===== src/rc_pkg.sv =====
package rc_pkg;
  localparam int ADDR_W = 4;
  localparam int DATA_W = 8;
  localparam logic [ADDR_W-1:0] ADDR_FINE = 4'h1;
  localparam logic [ADDR_W-1:0] ADDR_COARSE = 4'h2;
  localparam logic [ADDR_W-1:0] ADDR_MOD = 4'h3;
  localparam logic [ADDR_W-1:0] ADDR_CHECK = 4'h4;
  localparam logic [DATA_W-1:0] RST_FINE = 8'hB0;
  localparam logic [DATA_W-1:0] RST_COARSE = 8'h0B;
  localparam logic [DATA_W-1:0] RST_MOD = 8'h28;
  localparam logic [DATA_W-1:0] RST_CHECK = 8'h50;
  localparam logic [DATA_W-1:0] RD_UNMAPPED = 8'h00;
  // fine_frequency_and_packet_mode fields
  localparam int FINE_MSB = 7;
  localparam int FINE_LSB = 1;
  localparam int PMODE_BIT = 0;
  // coarse_frequency_supply_clock_enable fields
  localparam int COARSE_MSB = 3;
  localparam int COARSE_LSB = 2;
  localparam int SUPPLY_BIT = 1;
  localparam int CLKOUT_BIT = 0;
  // modulation_sleep_config fields
  localparam int ASK_BIT = 7;
  localparam int SLEEP_MSB = 6;
  localparam int SLEEP_LSB = 2;
  localparam int SLEEP_EXTEND_BIT = 1;
  localparam int LIMIT_EXTEND_BIT = 0;
  // bitcheck_and_min_limit fields
  localparam int CHK_MSB = 7;
  localparam int CHK_LSB = 6;
  localparam int LIM_MSB = 5;
  localparam int LIM_LSB = 0;
  // trim arithmetic
  localparam int TRIM_W = 9;
  localparam logic [TRIM_W-1:0] COARSE_STEP = 9'h080;
  localparam int FRAC_DIVISOR = 16384;
  // timing
  localparam int SLEEP_UNIT = 1024;
  localparam int SLEEP_XMUL = 8;
  localparam int SLEEP_CNT_W = 18;
  localparam int LIM_XMUL = 2;
  localparam int XD_CNT_W = 5;
  localparam int LIM_W = 6;
  localparam logic [1:0] OPM_TX = 2'h1;
  localparam logic [1:0] OPM_POLL = 2'h2;
  localparam logic [1:0] OPM_RX = 2'h3;
  typedef enum logic [1:0] {
    RC_SLEEP_IDLE = 2'b01,
    RC_SLEEP_RUN = 2'b10
  } rc_sleep_e;
endpackage


===== src/rc_config_regs.sv =====
// Operation
// - fine trim in bits 7..1 of register 1, low trim part, resets to 88
// - rf frequency steps crystal over 16384 per trim unit
// - in rx, bit-check success raises irq only when packet bit is 0
// - in tx, packet bit 0 means manchester, 1 means raw nrz
// - coarse code gives 0, 128, 256 or 384; resets to 256
// - register 2 bit 1 switches external supply, resets on
// - bit-check ok in rx or poll, key event or power-on status force supply and clock on
// - register 2 bit 0 enables clock output, resets enabled
// - register 3 bit 7 selects fsk at 0, ask at 1
// - sleep value bits 6..2, time is value x 1024 x multiplier, reset 10
// - register 3 bit 1 sets sleep multiplier 1 or 8
// - register 3 bit 0 sets edge-limit multiplier 1 or 2
// - register 4 bits 7..6 select 0, 3, 6 or 9 checked bits; reset 3
// - rx minimum edge time is limit field x extended clock period
// - tx baud is one over twice (limit plus one) extended periods
// - extended period is digital period x limit mult x 8, 4, 2 or 1
`timescale 1ns/1ps
`default_nettype none
module rc_config_regs
  import rc_pkg::*;
#(
  parameter int DCLK_DIV = 16
) (
  input wire logic clk_sys,
  input wire logic rst,
  input wire logic wrEn,
  input wire logic [ADDR_W-1:0] addr,
  input wire logic [DATA_W-1:0] wrData,
  output logic [DATA_W-1:0] rdData,
  input wire logic [1:0] opMode,
  input wire logic [1:0] rateRangeSelect,
  input wire logic bitCheckOk,
  input wire logic powerOnStatus,
  input wire logic [4:0] keyInputs,
  input wire logic sleepStart,
  input wire logic rxEdge,
  output logic [TRIM_W-1:0] rfTrim,
  output logic irqBitCheck,
  output logic manchesterEnable,
  output logic extSupplyEnable,
  output logic clockOutEnable,
  output logic amplitudeNotFrequencyKeying,
  output logic [3:0] bitCheckLength,
  output logic sleepActive,
  output logic sleepDone,
  output logic txHalfBitTick,
  output logic edgeTooShort
);

  function automatic logic [TRIM_W-1:0] coarse_freq_value(
    input logic [1:0] code
  );
    coarse_freq_value = COARSE_STEP * code;
  endfunction

  function automatic logic [3:0] check_length(input logic [1:0] code);
    check_length = 4'h3 * code;
  endfunction

  function automatic logic [XD_CNT_W-1:0] xd_mult(
    input logic [1:0] range,
    input logic limit_extend
  );
    logic [XD_CNT_W-1:0] base;
    base = 5'h08 >> range;
    xd_mult = limit_extend ? base * LIM_XMUL[XD_CNT_W-1:0] : base;
  endfunction

  function automatic logic wr_hit(
    input logic en,
    input logic [ADDR_W-1:0] a,
    input logic [ADDR_W-1:0] target
  );
    wr_hit = en && (a == target);
  endfunction

  logic [DATA_W-1:0] fineFrequencyAndPacketMode;
  logic [DATA_W-1:0] coarseFrequencySupplyClockEnable;
  logic [DATA_W-1:0] modulationSleepConfig;
  logic [DATA_W-1:0] bitcheckAndMinLimit;

  logic [4:0] keySync1;
  logic [4:0] keySync2;
  logic [4:0] keyPrev;
  logic keyEvent;
  logic rxActive;
  logic forceOn;

  logic [1:0] coarseFreqTrim;
  logic [6:0] fineFreqTrim;
  logic packetMode;
  logic [4:0] sleepValue;
  logic sleepExtend;
  logic limitExtend;
  logic [LIM_W-1:0] minLimit;

  assign fineFreqTrim = fineFrequencyAndPacketMode[FINE_MSB:FINE_LSB];
  assign packetMode = fineFrequencyAndPacketMode[PMODE_BIT];
  assign coarseFreqTrim =
    coarseFrequencySupplyClockEnable[COARSE_MSB:COARSE_LSB];
  assign sleepValue = modulationSleepConfig[SLEEP_MSB:SLEEP_LSB];
  assign sleepExtend = modulationSleepConfig[SLEEP_EXTEND_BIT];
  assign limitExtend = modulationSleepConfig[LIMIT_EXTEND_BIT];
  assign minLimit = bitcheckAndMinLimit[LIM_MSB:LIM_LSB];

  // key pins are asynchronous; only the second stage feeds logic
  // reset to the pulled-up idle level, else a false event follows reset
  always_ff @(posedge clk_sys or posedge rst) begin
    if (rst) begin
      keySync1 <= '1;
      keySync2 <= '1;
      keyPrev <= '1;
    end else begin
      keySync1 <= keyInputs;
      keySync2 <= keySync1;
      keyPrev <= keySync2;
    end
  end

  assign keyEvent = |(keySync2 ^ keyPrev);
  assign rxActive = (opMode == OPM_RX) || (opMode == OPM_POLL);
  assign forceOn = (bitCheckOk && rxActive) || keyEvent
    || powerOnStatus;

  // register writes; hardware force wins over a host clear
  always_ff @(posedge clk_sys or posedge rst) begin
    if (rst) begin
      fineFrequencyAndPacketMode <= RST_FINE;
    end else if (wr_hit(wrEn, addr, ADDR_FINE)) begin
      fineFrequencyAndPacketMode <= wrData;
    end
  end

  always_ff @(posedge clk_sys or posedge rst) begin
    if (rst) begin
      coarseFrequencySupplyClockEnable <= RST_COARSE;
    end else begin
      if (wr_hit(wrEn, addr, ADDR_COARSE)) begin
        coarseFrequencySupplyClockEnable <= wrData;
      end
      if (forceOn) begin
        coarseFrequencySupplyClockEnable[SUPPLY_BIT] <= 1'b1;
        coarseFrequencySupplyClockEnable[CLKOUT_BIT] <= 1'b1;
      end
    end
  end

  always_ff @(posedge clk_sys or posedge rst) begin
    if (rst) begin
      modulationSleepConfig <= RST_MOD;
    end else if (wr_hit(wrEn, addr, ADDR_MOD)) begin
      modulationSleepConfig <= wrData;
    end
  end

  // values below 10 are stored as written; host keeps them in range
  always_ff @(posedge clk_sys or posedge rst) begin
    if (rst) begin
      bitcheckAndMinLimit <= RST_CHECK;
    end else if (wr_hit(wrEn, addr, ADDR_CHECK)) begin
      bitcheckAndMinLimit <= wrData;
    end
  end

  // read port, one cycle latency
  always_ff @(posedge clk_sys or posedge rst) begin
    if (rst) begin
      rdData <= RD_UNMAPPED;
    end else begin
      case (addr)
        ADDR_FINE: rdData <= fineFrequencyAndPacketMode;
        ADDR_COARSE: rdData <= coarseFrequencySupplyClockEnable;
        ADDR_MOD: rdData <= modulationSleepConfig;
        ADDR_CHECK: rdData <= bitcheckAndMinLimit;
        default: rdData <= RD_UNMAPPED;
      endcase
    end
  end

  // decoded config outputs, registered to keep outputs glitch free
  always_ff @(posedge clk_sys or posedge rst) begin
    if (rst) begin
      rfTrim <= '0;
      manchesterEnable <= 1'b0;
      extSupplyEnable <= 1'b0;
      clockOutEnable <= 1'b0;
      amplitudeNotFrequencyKeying <= 1'b0;
      bitCheckLength <= '0;
    end else begin
      // one trim unit moves the synthesizer by f_xtal / FRAC_DIVISOR
      rfTrim <= coarse_freq_value(coarseFreqTrim)
        + {2'b00, fineFreqTrim};
      manchesterEnable <= (opMode == OPM_TX) && !packetMode;
      extSupplyEnable <= coarseFrequencySupplyClockEnable[SUPPLY_BIT];
      clockOutEnable <= coarseFrequencySupplyClockEnable[CLKOUT_BIT];
      amplitudeNotFrequencyKeying <= modulationSleepConfig[ASK_BIT];
      bitCheckLength <= check_length(
        bitcheckAndMinLimit[CHK_MSB:CHK_LSB]);
    end
  end

  always_ff @(posedge clk_sys or posedge rst) begin
    if (rst) begin
      irqBitCheck <= 1'b0;
    end else begin
      irqBitCheck <= bitCheckOk && rxActive && !packetMode;
    end
  end

  // digital clock enable from the system clock
  logic [15:0] dclkCnt;
  logic dclkTick;

  always_ff @(posedge clk_sys or posedge rst) begin
    if (rst) begin
      dclkCnt <= '0;
      dclkTick <= 1'b0;
    end else if (dclkCnt == 16'(DCLK_DIV - 1)) begin
      dclkCnt <= '0;
      dclkTick <= 1'b1;
    end else begin
      dclkCnt <= dclkCnt + 16'h0001;
      dclkTick <= 1'b0;
    end
  end

  // extended data clock: range divider times limit multiplier
  logic [XD_CNT_W-1:0] xdCnt;
  logic [XD_CNT_W-1:0] xdMult;
  logic xdTick;

  assign xdMult = xd_mult(rateRangeSelect, limitExtend);

  always_ff @(posedge clk_sys or posedge rst) begin
    if (rst) begin
      xdCnt <= '0;
      xdTick <= 1'b0;
    end else begin
      xdTick <= 1'b0;
      if (dclkTick) begin
        if (xdCnt >= xdMult - 5'h01) begin
          xdCnt <= '0;
          xdTick <= 1'b1;
        end else begin
          xdCnt <= xdCnt + 5'h01;
        end
      end
    end
  end

  // tx half bit every limit+1 extended periods: bit is twice that
  logic [LIM_W-1:0] txCnt;

  always_ff @(posedge clk_sys or posedge rst) begin
    if (rst) begin
      txCnt <= '0;
      txHalfBitTick <= 1'b0;
    end else begin
      txHalfBitTick <= 1'b0;
      if (opMode != OPM_TX) begin
        txCnt <= '0;
      end else if (xdTick) begin
        if (txCnt >= minLimit) begin
          txCnt <= '0;
          txHalfBitTick <= 1'b1;
        end else begin
          txCnt <= txCnt + 6'h01;
        end
      end
    end
  end

  // rx edge spacing in extended periods, saturating at field maximum
  logic [LIM_W-1:0] edgeCnt;

  always_ff @(posedge clk_sys or posedge rst) begin
    if (rst) begin
      edgeCnt <= '1;
      edgeTooShort <= 1'b0;
    end else begin
      edgeTooShort <= 1'b0;
      if (!rxActive) begin
        edgeCnt <= '1;
      end else if (rxEdge) begin
        edgeTooShort <= (edgeCnt < minLimit);
        edgeCnt <= '0;
      end else if (xdTick && edgeCnt != '1) begin
        edgeCnt <= edgeCnt + 6'h01;
      end
    end
  end

  // polling sleep timer counted in digital clock periods
  rc_sleep_e sleepState;
  logic [SLEEP_CNT_W-1:0] sleepCnt;
  logic [SLEEP_CNT_W-1:0] sleepTarget;

  always_comb begin
    sleepTarget = SLEEP_CNT_W'(sleepValue) * SLEEP_CNT_W'(SLEEP_UNIT);
    if (sleepExtend) begin
      sleepTarget = sleepTarget * SLEEP_CNT_W'(SLEEP_XMUL);
    end
  end

  always_ff @(posedge clk_sys or posedge rst) begin
    if (rst) begin
      sleepState <= RC_SLEEP_IDLE;
      sleepCnt <= '0;
      sleepActive <= 1'b0;
      sleepDone <= 1'b0;
    end else begin
      sleepDone <= 1'b0;
      case (sleepState)
        RC_SLEEP_IDLE: begin
          sleepCnt <= '0;
          if (sleepStart) begin
            // zero sleep value ends on the next cycle
            if (sleepTarget == '0) begin
              sleepDone <= 1'b1;
            end else begin
              sleepState <= RC_SLEEP_RUN;
              sleepActive <= 1'b1;
            end
          end
        end
        RC_SLEEP_RUN: begin
          if (dclkTick) begin
            if (sleepCnt == sleepTarget - 1'b1) begin
              sleepState <= RC_SLEEP_IDLE;
              sleepActive <= 1'b0;
              sleepDone <= 1'b1;
            end else begin
              sleepCnt <= sleepCnt + 1'b1;
            end
          end
        end
        default: begin
          sleepState <= RC_SLEEP_IDLE;
          sleepActive <= 1'b0;
        end
      endcase
    end
  end

endmodule
`default_nettype wire


===== config.mk =====
export PLATFORM = sky130hd
export DESIGN_NAME = rc_config_regs
export DESIGN_NICKNAME = d
export VERILOG_FILES = /design/src/rc_pkg.sv /design/src/rc_config_regs.sv
export SDC_FILE = /design/constraint.sdc
export NUM_CORES = 1
export LEC_CHECK = 0
export BUFFER_PORTS_ARGS = -buffer_cell sky130_fd_sc_hd__buf_2
export CORE_MARGIN = 2
export CORE_UTILIZATION = 60
export DETAILED_ROUTE_END_ITERATION = 7
export GPL_ROUTABILITY_DRIVEN = 0
export PLACE_DENSITY = 0.76
export SLEW_MARGIN = 20
export SYNTH_ARGS = -nofsm -noshare
export SYNTH_HDL_FRONTEND = slang
export SYNTH_SLANG_ARGS = --single-unit

===== constraint.sdc =====
create_clock -name clk_sys -period 10.4 [get_ports clk_sys]
set_input_delay 0.52 -clock clk_sys [delete_from_list [all_inputs] [get_ports clk_sys]]
set_output_delay 0.52 -clock clk_sys [all_outputs]
set_load 0.01 [all_outputs]

# --- Yosys cells after proc, flatten, opt, wreduce, memory -nomap -nowiden ---
# Index checks and enable logic that the tools add are counted.
op_classes:
  addsub: 8
  multipliers: 1
  magnitude_cmp: 3
  eq_ne: 19
  n_shift: 1
  muxes: 39
  bitwise_logic: 1
  n_reduce_logical: 19
op_table:
  columns: ["op", "count"]
  rows:
  - ["2-to-1 mux 18 bit", 3]
  - ["2-to-1 mux 6 bit", 6]
  - ["case mux 18 bit (2 select lines)", 1]
  - ["case mux 8 bit (4 select lines)", 1]
  - ["adder 18 x 1 -> 18 bit (second input constant)", 1]
  - ["equality test 18 bit", 1]
  - ["zero test 18 bit", 1]
  - ["subtractor 18 x 1 -> 18 bit (second input constant)", 1]
  - ["adder 16 x 1 -> 16 bit (second input constant)", 1]
  - ["equality test 16 x 4 -> 1 bit (second input constant)", 1]
  - ["2-to-1 mux 1 bit", 16]
  - ["2-to-1 mux 16 bit", 1]
  - ["adder 6 x 1 -> 6 bit (second input constant)", 2]
  - ["2-to-1 mux 2 bit", 6]
  - ["2-to-1 mux 5 bit", 2]
  - ["!= test 2 bit (second input constant)", 5]
  - ["adder 9 x 7 -> 9 bit", 1]
  - ["equality test 4 x 2 -> 1 bit (second input constant)", 2]
  - ["logical AND 1 bit", 8]
  - ["equality test 2 bit (second input constant)", 3]
  - ["greater-or-equal comparator 6 bit", 1]
  - ["< comparator 6 bit", 1]
  - ["!= test 6 bit (second input constant)", 1]
  - ["nonzero test 2 bit", 3]
  - ["18 further kinds", 22]
totals:
  register_bits: 132
  output_inout_bits: 30
  wordCells: 119

# --- Logic depth before layout (Yosys ltp) ---
# Gate-level depths: netlist of run 1.
depth:
  word_depth: 6
  mapped_depth: 12

# --- Worst setup path after synthesis of run 1 ---
# Ideal clock, no wire load.
synth_timing:
  path_type: "input-to-reg"
  startpoint: "input rateRangeSelect[0]"
  endpoint: "register xdCnt[0]"
  arrival_ps: 2354
  required_ps: 10321
  path_slack_ps: 7967
  path_stages: 10
  n_path_buf: 0
  cell_sequence: "nand2b_1 nand3_1 ha_1 ha_1 a21o_1 a21o_1 a21o_1 a21o_1 or2_2 mux2i_1"
synth_between:
  elab_chain_cells: 5
synth_rtl:
  columns: ["item", "line", "rtl"]
  rows:
  - ["from (decl)", "rc_config_regs.sv:32", "input wire logic [1:0] rateRangeSelect,"]
  - ["right shift 4 x 2 -> 5 bit", "rc_config_regs.sv:66", "base = 5'h08 >> range;"]
  - ["2-to-1 mux 5 bit", "rc_config_regs.sv:67", "xd_mult = limit_extend ? base * LIM_XMUL[XD_CNT_W-1:0] : base;"]
  - ["subtractor 5 x 1 -> 5 bit", "rc_config_regs.sv:242", "if (xdCnt >= xdMult - 5'h01) begin"]
  - ["greater-or-equal comparator 5 bit", "rc_config_regs.sv:242", null]
  - ["2-to-1 mux 5 bit", "rc_config_regs.sv:242", null]
  - ["to (signal assigned)", "rc_config_regs.sv:246", "xdCnt <= xdCnt + 5'h01;"]
  - ["to (decl)", "rc_config_regs.sv:229", "logic [XD_CNT_W-1:0] xdCnt;"]
# No other way between the ends.
# A chain may end at the register's enable or synchronous reset.

# --- Worst setup path after layout of run 1 ---
layout_timing:
  startpoint: "register modulationSleepConfig[1]"
  endpoint: "register sleepCnt[11]"
layout_between:
  elab_chain_cells: 5
layout_rtl:
  columns: ["item", "line", "rtl"]
  rows:
  - ["from (decl)", "rc_config_regs.sv:80", "logic [DATA_W-1:0] modulationSleepConfig;"]
  - ["from (signal assigned)", "rc_config_regs.sv:153", "modulationSleepConfig <= wrData;"]
  - ["2-to-1 mux 18 bit", "rc_config_regs.sv:301", "if (sleepExtend) begin"]
  - ["subtractor 18 x 1 -> 18 bit", "rc_config_regs.sv:329", "if (sleepCnt == sleepTarget - 1'b1) begin"]
  - ["equality test 18 bit", "rc_config_regs.sv:329", null]
  - ["!= test 2 bit (no source line)", null, null]
  - ["AND reduction 3 bit (no source line)", null, null]
  - ["to (signal assigned)", "rc_config_regs.sv:334", "sleepCnt <= sleepCnt + 1'b1;"]
  - ["to (decl)", "rc_config_regs.sv:296", "logic [SLEEP_CNT_W-1:0] sleepCnt;"]
# No other way between the ends.

==> metrics.csv, run 1 <==
metric;value;unit
initial core utilization;61.0;%
CP cell instances;nand2b_1, ha_1, xnor2_1, xnor2_1, nor4b_1, nand4_1, o21ai_4, or4_1, a21oi_1;
area occupied by multi-input gates;2760;um2
CP max stage cell;o21ai_4;
worst-path maximum fanout;33;
Pwr Total;1.50;mW
placed cell count;732;
CP endpoint kind;flip-flop;
Post-synth ARST share;100;%
sequential fraction of the synthesis area;53.2;%
max-slew violation count;0;
Pre-antenna DRT Iters;5;
RSZ-0062 raised after global routing;no;
status;finished, final reports clean;
final non-filler cell area;7240;um2
first-pass GRT wire length;21900;um
post-synthesis cell count;553;
final setup fails;0;
syn_area_per_cell;11.3;um2
post-route insts no fill;764;
number of vias per cell;5.86;
post-route setup slack;7.45;ns
# fillers;722;
largest net degree at the start of global routing;69;
synth unique cells;61;
CTS sink cnt;131;
#FFs+latches synth;131;
DRC Markers;0;
Starting DRT DRC Count;322;
CTS buffer count;17;
peak supply drop;0.000122;V
Layout Skew;0.0106;ns
most frequent cell on the critical path;xnor2_1;
Yosys warning count;0;
Top FF cell, synth;dfrtp_1;
LEAKAGE;3.26;nW
die height;106;um
GRT overflow;0;
crit path kind;reg2reg;
die width;106;um
crit-path max cell delay;0.65;ns
Hold Path Class;in2reg;
fmax;339;MHz
core area;10200;um2
post-CTS sizing;0;
clock tree from TritonCTS;done;
# Post-CTS Setup Buffers;0;
# port buffers;57;
Seq. cell area;3320;um2
Setup WS pre-CTS;7.20;ns
total negative slack;0;ns
Tmin final;2.95;ns
Hold Buf Count CTS;0;
later-pin clock latency in the skew report;0.53;ns
Clock Pin Slew Worst Setup and Hold Paths;0.06;ns
crit start category;flip-flop;
worst slew pin tran;0.856;ns
CTS Buffer Depth;2;
P&R area growth vs syn;16.1;%
initial antenna violation count;0;
die area;11200;um2
nets@finish;670;
total vias in the final route;4480;
H-tree depth;4;
syn nets;608;
period utilization;28.4;%
row count;37;
vias in the first global route;4474;
WL per Instance;16.6;um
slew margin rel.;42.7;%
Tot GR Track Use;25.1;%
max_cap viols;0;
WP data required;10.78;ns
routed wire length;12700;um
Final Hold Fails;0;
root buf cell;clkbuf_8;
post-synth design cell area;6240;um2
io pins;58;
EDFF count, synth;0;
PwrDens;207;nW/um2
Post-DP Area;6610;um2
dpl hpwl;8590;um
Final ANT Viol Nets;0;
CP arrival;3.33;ns
share of cells above drive strength 1;26.6;%
# diodes;0;
==> sequential cells by signal, indices dropped and copies added, names as in the netlist, 4 cells and up <==
name                              flops
rdData                                8
sleepCnt                             18
rfTrim                                9
keySync2                              5
bitCheckLength                        4
txCnt                                 6
keySync1                              5
edgeCnt                               6
keyPrev                               5
modulationSleepConfig                 8
coarseFrequencySupplyClockEnable      8
bitcheckAndMinLimit                   8
xdCnt                                 5
fineFrequencyAndPacketMode            8
dclkCnt                              16
==> Yosys cell counts (5+ instances only) <==
cell	number	share of area, %
a21o_1	12	1.4
a21oi_1	16	1.3
a22oi_1	8	0.96
and3_1	10	1.0
clkbuf_1	5	0.30
dfrtp_1	99	40
dfstp_2	32	13
ha_1	27	5.4
inv_1	19	1.1
mux2_2	28	5.1
mux2i_1	14	2.2
nand2_1	39	2.3
nand2b_1	10	1.0
nand3_1	26	2.1
nand4_1	6	0.60
nor2_1	28	1.7
nor2b_1	7	0.70
nor3_1	13	1.0
o21ai_0	19	1.5
o21ai_1	8	0.64
o22ai_1	9	0.90
o2bb2ai_1	5	0.70
o31ai_1	9	1.1
or2_2	6	0.60
or3_1	8	0.80
or4_1	7	0.84
xnor2_1	22	3.1
xor2_1	10	1.4
==> final timing paths <==
kind | start | end | slack [ns] | cells past startpoint
worst max-delay path | modulationSleepConfig[1]$_DFFE_PP0P_ | sleepCnt[11]$_DFFE_PP0P_ | 7.45 | 9
worst min-delay path | keyInputs[4] | keySync1[4]$_DFF_PP1_ | 0.1 | 1
worst max register to register | modulationSleepConfig[1]$_DFFE_PP0P_ | sleepCnt[11]$_DFFE_PP0P_ | 7.45 | 9
worst min register to register | keySync1[1]$_DFF_PP1_ | keySync2[1]$_DFF_PP1_ | 0.36 | 0
max in group asynchronous | rst | edgeTooShort$_DFF_PP0_ | 8.96 | 3
min in group asynchronous | rst | amplitudeNotFrequencyKeying$_DFF_PP0_ | 0.14 | 2
==> cell families after synthesis <==
family	share of synthesized area (%)
AO/OA/AOI/OAI	11.8
XOR/XNOR	4.49
multiplexers	7.30
AND/OR/NAND/NOR	15.1
buffers and inverters	2.73
flip-flops	53.2
adder cells (fa/ha/maj)	5.41
==> cell usage in the layout, fill, tap and decap left out, types with 5 or more instances in the layout <==
cell	n
dfrtp_1	99
inv_1	18
and3_1	10
nor2_1	28
o22ai_1	9
a21o_1	12
ha_1	27
clkbuf_16	16
o2bb2ai_1	5
nand2_1	39
mux2_2	28
buf_2	57
nand2b_1	10
o21ai_0	19
xor2_1	10
nor3_1	13
o31ai_1	9
nor2b_1	7
or3_1	8
nand3_1	26
mux2i_1	14
a22oi_1	8
or4_1	7
o21ai_1	8
xnor2_1	22
or2_2	6
nand4_1	6
dfstp_2	32
a21oi_1	16
==> area by class of cell <==
class                      count  area share, %
timing repair buffer          58           4.04
inverter                      20           1.07
clock inverter                13           2.52
tap                          136           2.35
multi-input combinational    387           38.1
clock buffer                  19           6.10
sequential                   131           45.8
==> stage by stage <==
stage | utilization (%) | hold slack (ns)
2_1_floorplan | - | 0.345
3_3_place_gp | 64.6 | 0.346
3_5_place_dp | 64.6 | 0.347
4_1_cts | 70.7 | 0.0724
5_1_grt | 70.8 | 0.0656
6_report | 70.8 | 0.0992
==> report_power, final <==
group | leakage, nW | total [mW] | switching (mW) | internal (mW)
sequential | 1.63 | 0.630 | 0.0533 | 0.577
combinational | 1.34 | 0.251 | 0.138 | 0.113
clock | 0.296 | 0.618 | 0.217 | 0.401
==> critical path, delay by kind of cell, from the launching register on <==
kind	cells	cell delay, ns
AO/OA/AOI/OAI	2	0.72
XOR/XNOR	2	0.28
adder cells (fa/ha/maj)	1	0.27
flip-flops	1	0.55
AND/OR/NAND/NOR	4	0.98
==> metal layers <==
| metal | part of all wire, % | vias up | track usage, % | wire length (um) |
|---|---|---|---|---|
| met4 | 1.7 | 0 | 8.55 | 216 |
| met3 | 3.2 | 22 | 7.11 | 408 |
| li1 | - | 2137 | - | - |
| met5 | 0 | - | 0 | 0 |
| met1 | 43 | 2230 | 29.9 | 5420 |
| met2 | 52 | 91 | 43.8 | 6630 |
(Power assumes the default switching activity.)
==> inputs of run 2 (changes only) <==
CORE_UTILIZATION = 59   (was 60)
PLACE_DENSITY = 0.75   (was 0.76)
clock period = 2.9 ns   (was 10.4 ns; I/O delays follow)
==> run 2 against run 1 <==
Power grew to 3.4 times the previous value. Wire length is 2.7% higher. Worst setup slack lost 7.2 ns. Critical path type unchanged. Critical path depth is 1 higher.
==> metrics.csv, run 2 (synthesized netlist as in run 1, its figures left out) <==
metric;value;unit
status;finished, final reports clean;
# fillers;709;
P&R area growth vs syn;19.3;%
first-pass GRT wire length;22100;um
total vias in the final route;4541;
worst slew pin tran;0.950;ns
Layout Utilization;72.4;%
Seq. cell area;3320;um2
initial core utilization;60.7;%
Pre-antenna DRT Iters;4;
WL per Instance;16.4;um
largest net degree at the start of global routing;47;
LEAKAGE;3.35;nW
max-slew violation count;0;
area occupied by multi-input gates;2750;um2
crit path kind;reg2reg;
core area;10300;um2
peak supply drop;0.000417;V
Hold Buf Count CTS;24;
row count;37;
CP cell instances;nand2b_1, ha_1, xnor2_1, xnor2_1, nor4b_1, nand4_1, o21ai_2, buf_4, or4_1, a21oi_1;
largest reg by FF count;sleepCnt;
WP data required;3.25;ns
final non-filler cell area;7440;um2
CP endpoint kind;flip-flop;
die area;11400;um2
most frequent cells in the layout;dfrtp_1 (99), buf_2 (57), nand2_1 (39);
initial antenna violation count;0;
cell family with most CP delay;simple AND/OR/NAND/NOR gates;
crit start category;flip-flop;
die height;107;um
dpl hpwl;8920;um
RSZ-0062 raised after global routing;no;
slew margin rel.;36.5;%
Final Hold Fails;0;
share of cells above drive strength 1;25.6;%
GRT overflow;0;
routed wire length;13000;um
crit-path max cell delay;0.49;ns
CP arrival;2.98;ns
CTS buffer count;17;
max_cap viols;0;
CTS sink cnt;131;
Layout Skew;0.00771;ns
Tmin final;2.63;ns
CP max stage cell;dfrtp_1;
Clock Pin Slew Worst Setup and Hold Paths;0.06;ns
max FFs per register;18;
Starting DRT DRC Count;262;
root buf cell;clkbuf_8;
vias in the first global route;4628;
Tot GR Track Use;24.6;%
total negative slack;0;ns
final setup fails;0;
DRC Markers;0;
Largest regs;sleepCnt (18), dclkCnt (16), rfTrim (9);
most common cell after layout, fill and taps aside;dfrtp_1;
post-CTS sizing;0;
Post-DP Area;6670;um2
number of vias per cell;5.73;
Buf/Inv on CP;1;
PwrDens;688;nW/um2
Final ANT Viol Nets;0;
# port buffers;57;
# Post-CTS Setup Buffers;0;
die width;107;um
H-tree depth;4;
fmax;380;MHz
clock tree from TritonCTS;done;
io pins;58;
period utilization;90.6;%
worst-path maximum fanout;33;
later-pin clock latency in the skew report;0.52;ns
CTS Buffer Depth;2;
nets@finish;698;
Hold Path Class;in2reg;
most frequent cell on the critical path;xnor2_1;
# diodes;0;
run 2: changes by cell type in the layout (fill, tap and decap cells not counted), moves of 2 or more:
cell	delta
buf_12	+2
buf_4	+2
bufinv_16	-3
clkbuf_1	+3
clkinv_2	+3
dlygate4sd3_1	+24
run 2: area by class of cell:
type                    count  share of cell area [%]
inverters                  20                    1.06
flip-flops and latches    131                    44.6
clock buffers              22                    6.09
repair buffers             86                    7.90
clock inverters            10                    1.13
well taps                 136                    2.29
multi-input cells         387                    37.0
run 2: worst min-delay path: cells and delay by family:
kind                   cells  cell delay, ns
buffers and inverters      1            0.08
AOI/OAI and AO/OA          1            0.12
and+or+nand+nor            1            0.23
run 2: per-layer routing:
metal	GRT usage (%)	part of all wire, %
met5	0	0
met4	7.33	1.1
met3	5.90	3.2
met2	42.8	52
met1	30.6	44
run 2: worst paths after layout:
kind	startpoint	endpoint	slack, ns	depth (start not counted)
min in group asynchronous	rst	bitCheckLength[0]$_DFF_PP0_	0.39	3
min	addr[3]	rdData[6]$_DFF_PP0_	0.11	3
max	modulationSleepConfig[1]$_DFFE_PP0P_	sleepCnt[13]$_DFFE_PP0P_	0.27	10
max reg2reg	modulationSleepConfig[1]$_DFFE_PP0P_	sleepCnt[13]$_DFFE_PP0P_	0.27	10
max in group asynchronous	rst	keySync1[1]$_DFF_PP1_	1.74	4
min reg2reg	keySync1[1]$_DFF_PP1_	keySync2[1]$_DFF_PP1_	0.35	0
run 2: where the power goes:
part | switching (mW) | internal, mW | total [mW] | leakage (nW)
clock network | 0.754 | 1.17 | 1.93 | 0.264
registers | 0.193 | 2.07 | 2.26 | 1.63
logic | 0.496 | 0.433 | 0.930 | 1.46
total | 1.44 | 3.68 | 5.12 | 3.35
run 2: metrics by stage:
step / worst slack (ns) / std cells / power, mW / hold WS (ns)
final: 0.271 / 792 / 5.12 / 0.111
after floorplan: 0.503 / 553 / 2.91 / 0.149
after CTS: 0.271 / 792 / 5.16 / 0.0929
after detailed placement: 0.298 / 736 / 3.19 / 0.252
after global routing: 0.0464 / 792 / 5.39 / 0.135
after global placement: 0.383 / 736 / 3.15 / 0.251
==> inputs of run 3 (changes only) <==
BUFFER_PORTS_ARGS = not set   (was -buffer_cell sky130_fd_sc_hd__buf_2)
CORE_UTILIZATION = 60   (was 59)
DONT_BUFFER_PORTS = 1   (was not set)
PLACE_DENSITY = 0.72   (was 0.75)
==> run 3 against run 2 <==
Power is 5.3% higher. Fmax is 6.3% lower. Clock skew is 0.0018 ns lower. Wire length is 1.7% higher. Cell count is 6.8% lower. Final area is 2.2% lower. Sequential share of layout area is 0.98 points higher. Highest routed layer unchanged. Critical endpoint is now coarseFrequencySupplyClockEnable[0]$_DFFE_PP1P_. Global-route usage is 0.60 points higher. Sequential cell count stayed put.
==> metrics.csv, run 3 (synthesized netlist as in run 1, its figures left out) <==
metric;value;unit
max FFs per register;18;
vias in the first global route;4490;
Layout Skew;0.00591;ns
most frequent cells in the layout;dfrtp_1 (99), nand2_1 (39), dfstp_2 (32);
# port buffers;0;
H-tree depth;4;
Hold WS;0.0387;ns
Pwr Total;5.39;mW
fmax;357;MHz
nets@finish;644;
final setup fails;0;
crit path kind;in2reg;
flop-to-flop setup slack;0.29;ns
slew margin rel.;47.3;%
CTS Buffer Depth;2;
P&R area growth vs syn;16.7;%
RSZ-0062 raised after global routing;no;
Largest regs;sleepCnt (18), dclkCnt (16), rfTrim (9);
LEAKAGE;3.16;nW
status;finished, final reports clean;
most common cell after layout, fill and taps aside;dfrtp_1;
Final ANT Viol Nets;0;
total vias in the final route;4437;
core area;10200;um2
die height;106;um
root buf cell;clkbuf_8;
Post-DP Area;6360;um2
row count;37;
Starting DRT DRC Count;259;
CP arrival;3.26;ns
GRT overflow;0;
first-pass GRT wire length;22000;um
DRC Markers;0;
Tot GR Track Use;25.2;%
die width;106;um
Clock Pin Slew Worst Setup and Hold Paths;0.06;ns
Final Hold Fails;0;
CTS sink cnt;131;
PwrDens;740;nW/um2
dpl hpwl;8610;um
FF-to-FF Start;modulationSleepConfig[0]$_DFFE_PP0P_;
die area;11200;um2
Hold Path Class;in2reg;
worst-path maximum fanout;10;
final non-filler cell area;7280;um2
initial antenna violation count;0;
post-route insts no fill;738;
max-slew violation count;0;
routed wire length;13200;um
later-pin clock latency in the skew report;0.53;ns
Pre-antenna DRT Iters;5;
WHS Endpoint;rdData[3]$_DFF_PP0_;
io pins;58;
initial core utilization;61.0;%
CP endpoint kind;flip-flop;
number of vias per cell;6.01;
max_cap viols;0;
# diodes;0;
largest net degree at the start of global routing;89;
CTS buffer count;17;
worst slew pin tran;0.787;ns
clock tree from TritonCTS;done;
total negative slack;0;ns
crit start category;input port;
# Post-CTS Setup Buffers;0;
largest reg by FF count;sleepCnt;
hold path cells;3;
WP data required;3.35;ns
period utilization;96.7;%
WL per Instance;17.9;um
placed cell count;678;
reg2reg end;xdCnt[3]$_DFFE_PP0P_;
Worst Reg-to-Reg Cells;10;
peak supply drop;0.000558;V
HP Start;addr[2];
Tmin final;2.80;ns
share of cells above drive strength 1;18.9;%
-- run 3: worst max-delay path, stage by stage --
cell	delay (ns)
dlygate4sd3_1	0.55
or2_2	0.42
nor3_2	0.68
mux2i_1	0.24
dlygate4sd3_1	0.56
nand2_1	0.06
dlygate4sd3_1	0.58
-- run 3: area by class of cell --
type | count | area, um2
flip-flops and latches | 131 | 3320
fillers | 726 | 2950
multi-input cells | 387 | 2760
clock buffers | 18 | 428
repair buffers | 32 | 327
clock inverters | 14 | 203
well taps | 136 | 170
inverters | 20 | 78.8
-- run 3: worst max path at each step --
stage                                          from                                         endpoint  slack [ns]  cells after the start
3_5_place_dp   modulationSleepConfig[3]$_DFFE_PP1P_                         sleepCnt[14]$_DFFE_PP0P_        0.26                     10
4_1_cts                                     addr[0]  coarseFrequencySupplyClockEnable[0]$_DFFE_PP1P_        0.16                      7
5_1_grt        modulationSleepConfig[3]$_DFFE_PP1P_                         sleepCnt[16]$_DFFE_PP0P_        0.02                     10
6_report                                    addr[0]  coarseFrequencySupplyClockEnable[0]$_DFFE_PP1P_         0.1                      7
3_3_place_gp   modulationSleepConfig[3]$_DFFE_PP1P_                         sleepCnt[13]$_DFFE_PP0P_        0.40                     10
2_1_floorplan  modulationSleepConfig[3]$_DFFE_PP1P_                          sleepActive$_DFFE_PP0P_        0.50                      9
-- run 3: stage by stage --
stage	util, %	worst slack [ns]
global route	71.2	0.0174
finish	71.2	0.0951
CTS	71.1	0.158
floorplan	-	0.503
global placement	62.2	0.402
detailed placement	62.2	0.262
-- run 3: metal layers --
| layer | GRT usage [%] | vias to the layer above | routed length, um |
|---|---|---|---|
| li1 | - | 2096 | - |
| met1 | 31.4 | 2217 | 5670 |
| met2 | 41.9 | 99 | 6810 |
| met3 | 7.11 | 25 | 488 |
| met4 | 9.68 | 0 | 269 |
| met5 | 0 | - | 0 |
-- run 3: power breakdown --
group / switching (mW) / internal (mW) / leakage (nW)
Combinational: 0.446 / 0.381 / 1.23
Sequential: 0.239 / 2.07 / 1.63
Clock: 0.821 / 1.43 / 0.300
Total: 1.51 / 3.88 / 3.16
-- run 3: repair_timing --
action / CTS / global route
hold buffers: 28 / 0
setup endpoints to repair: 0 / 17
endpoints found under the hold margin: 187 / 0
gates resized for setup: 0 / 2
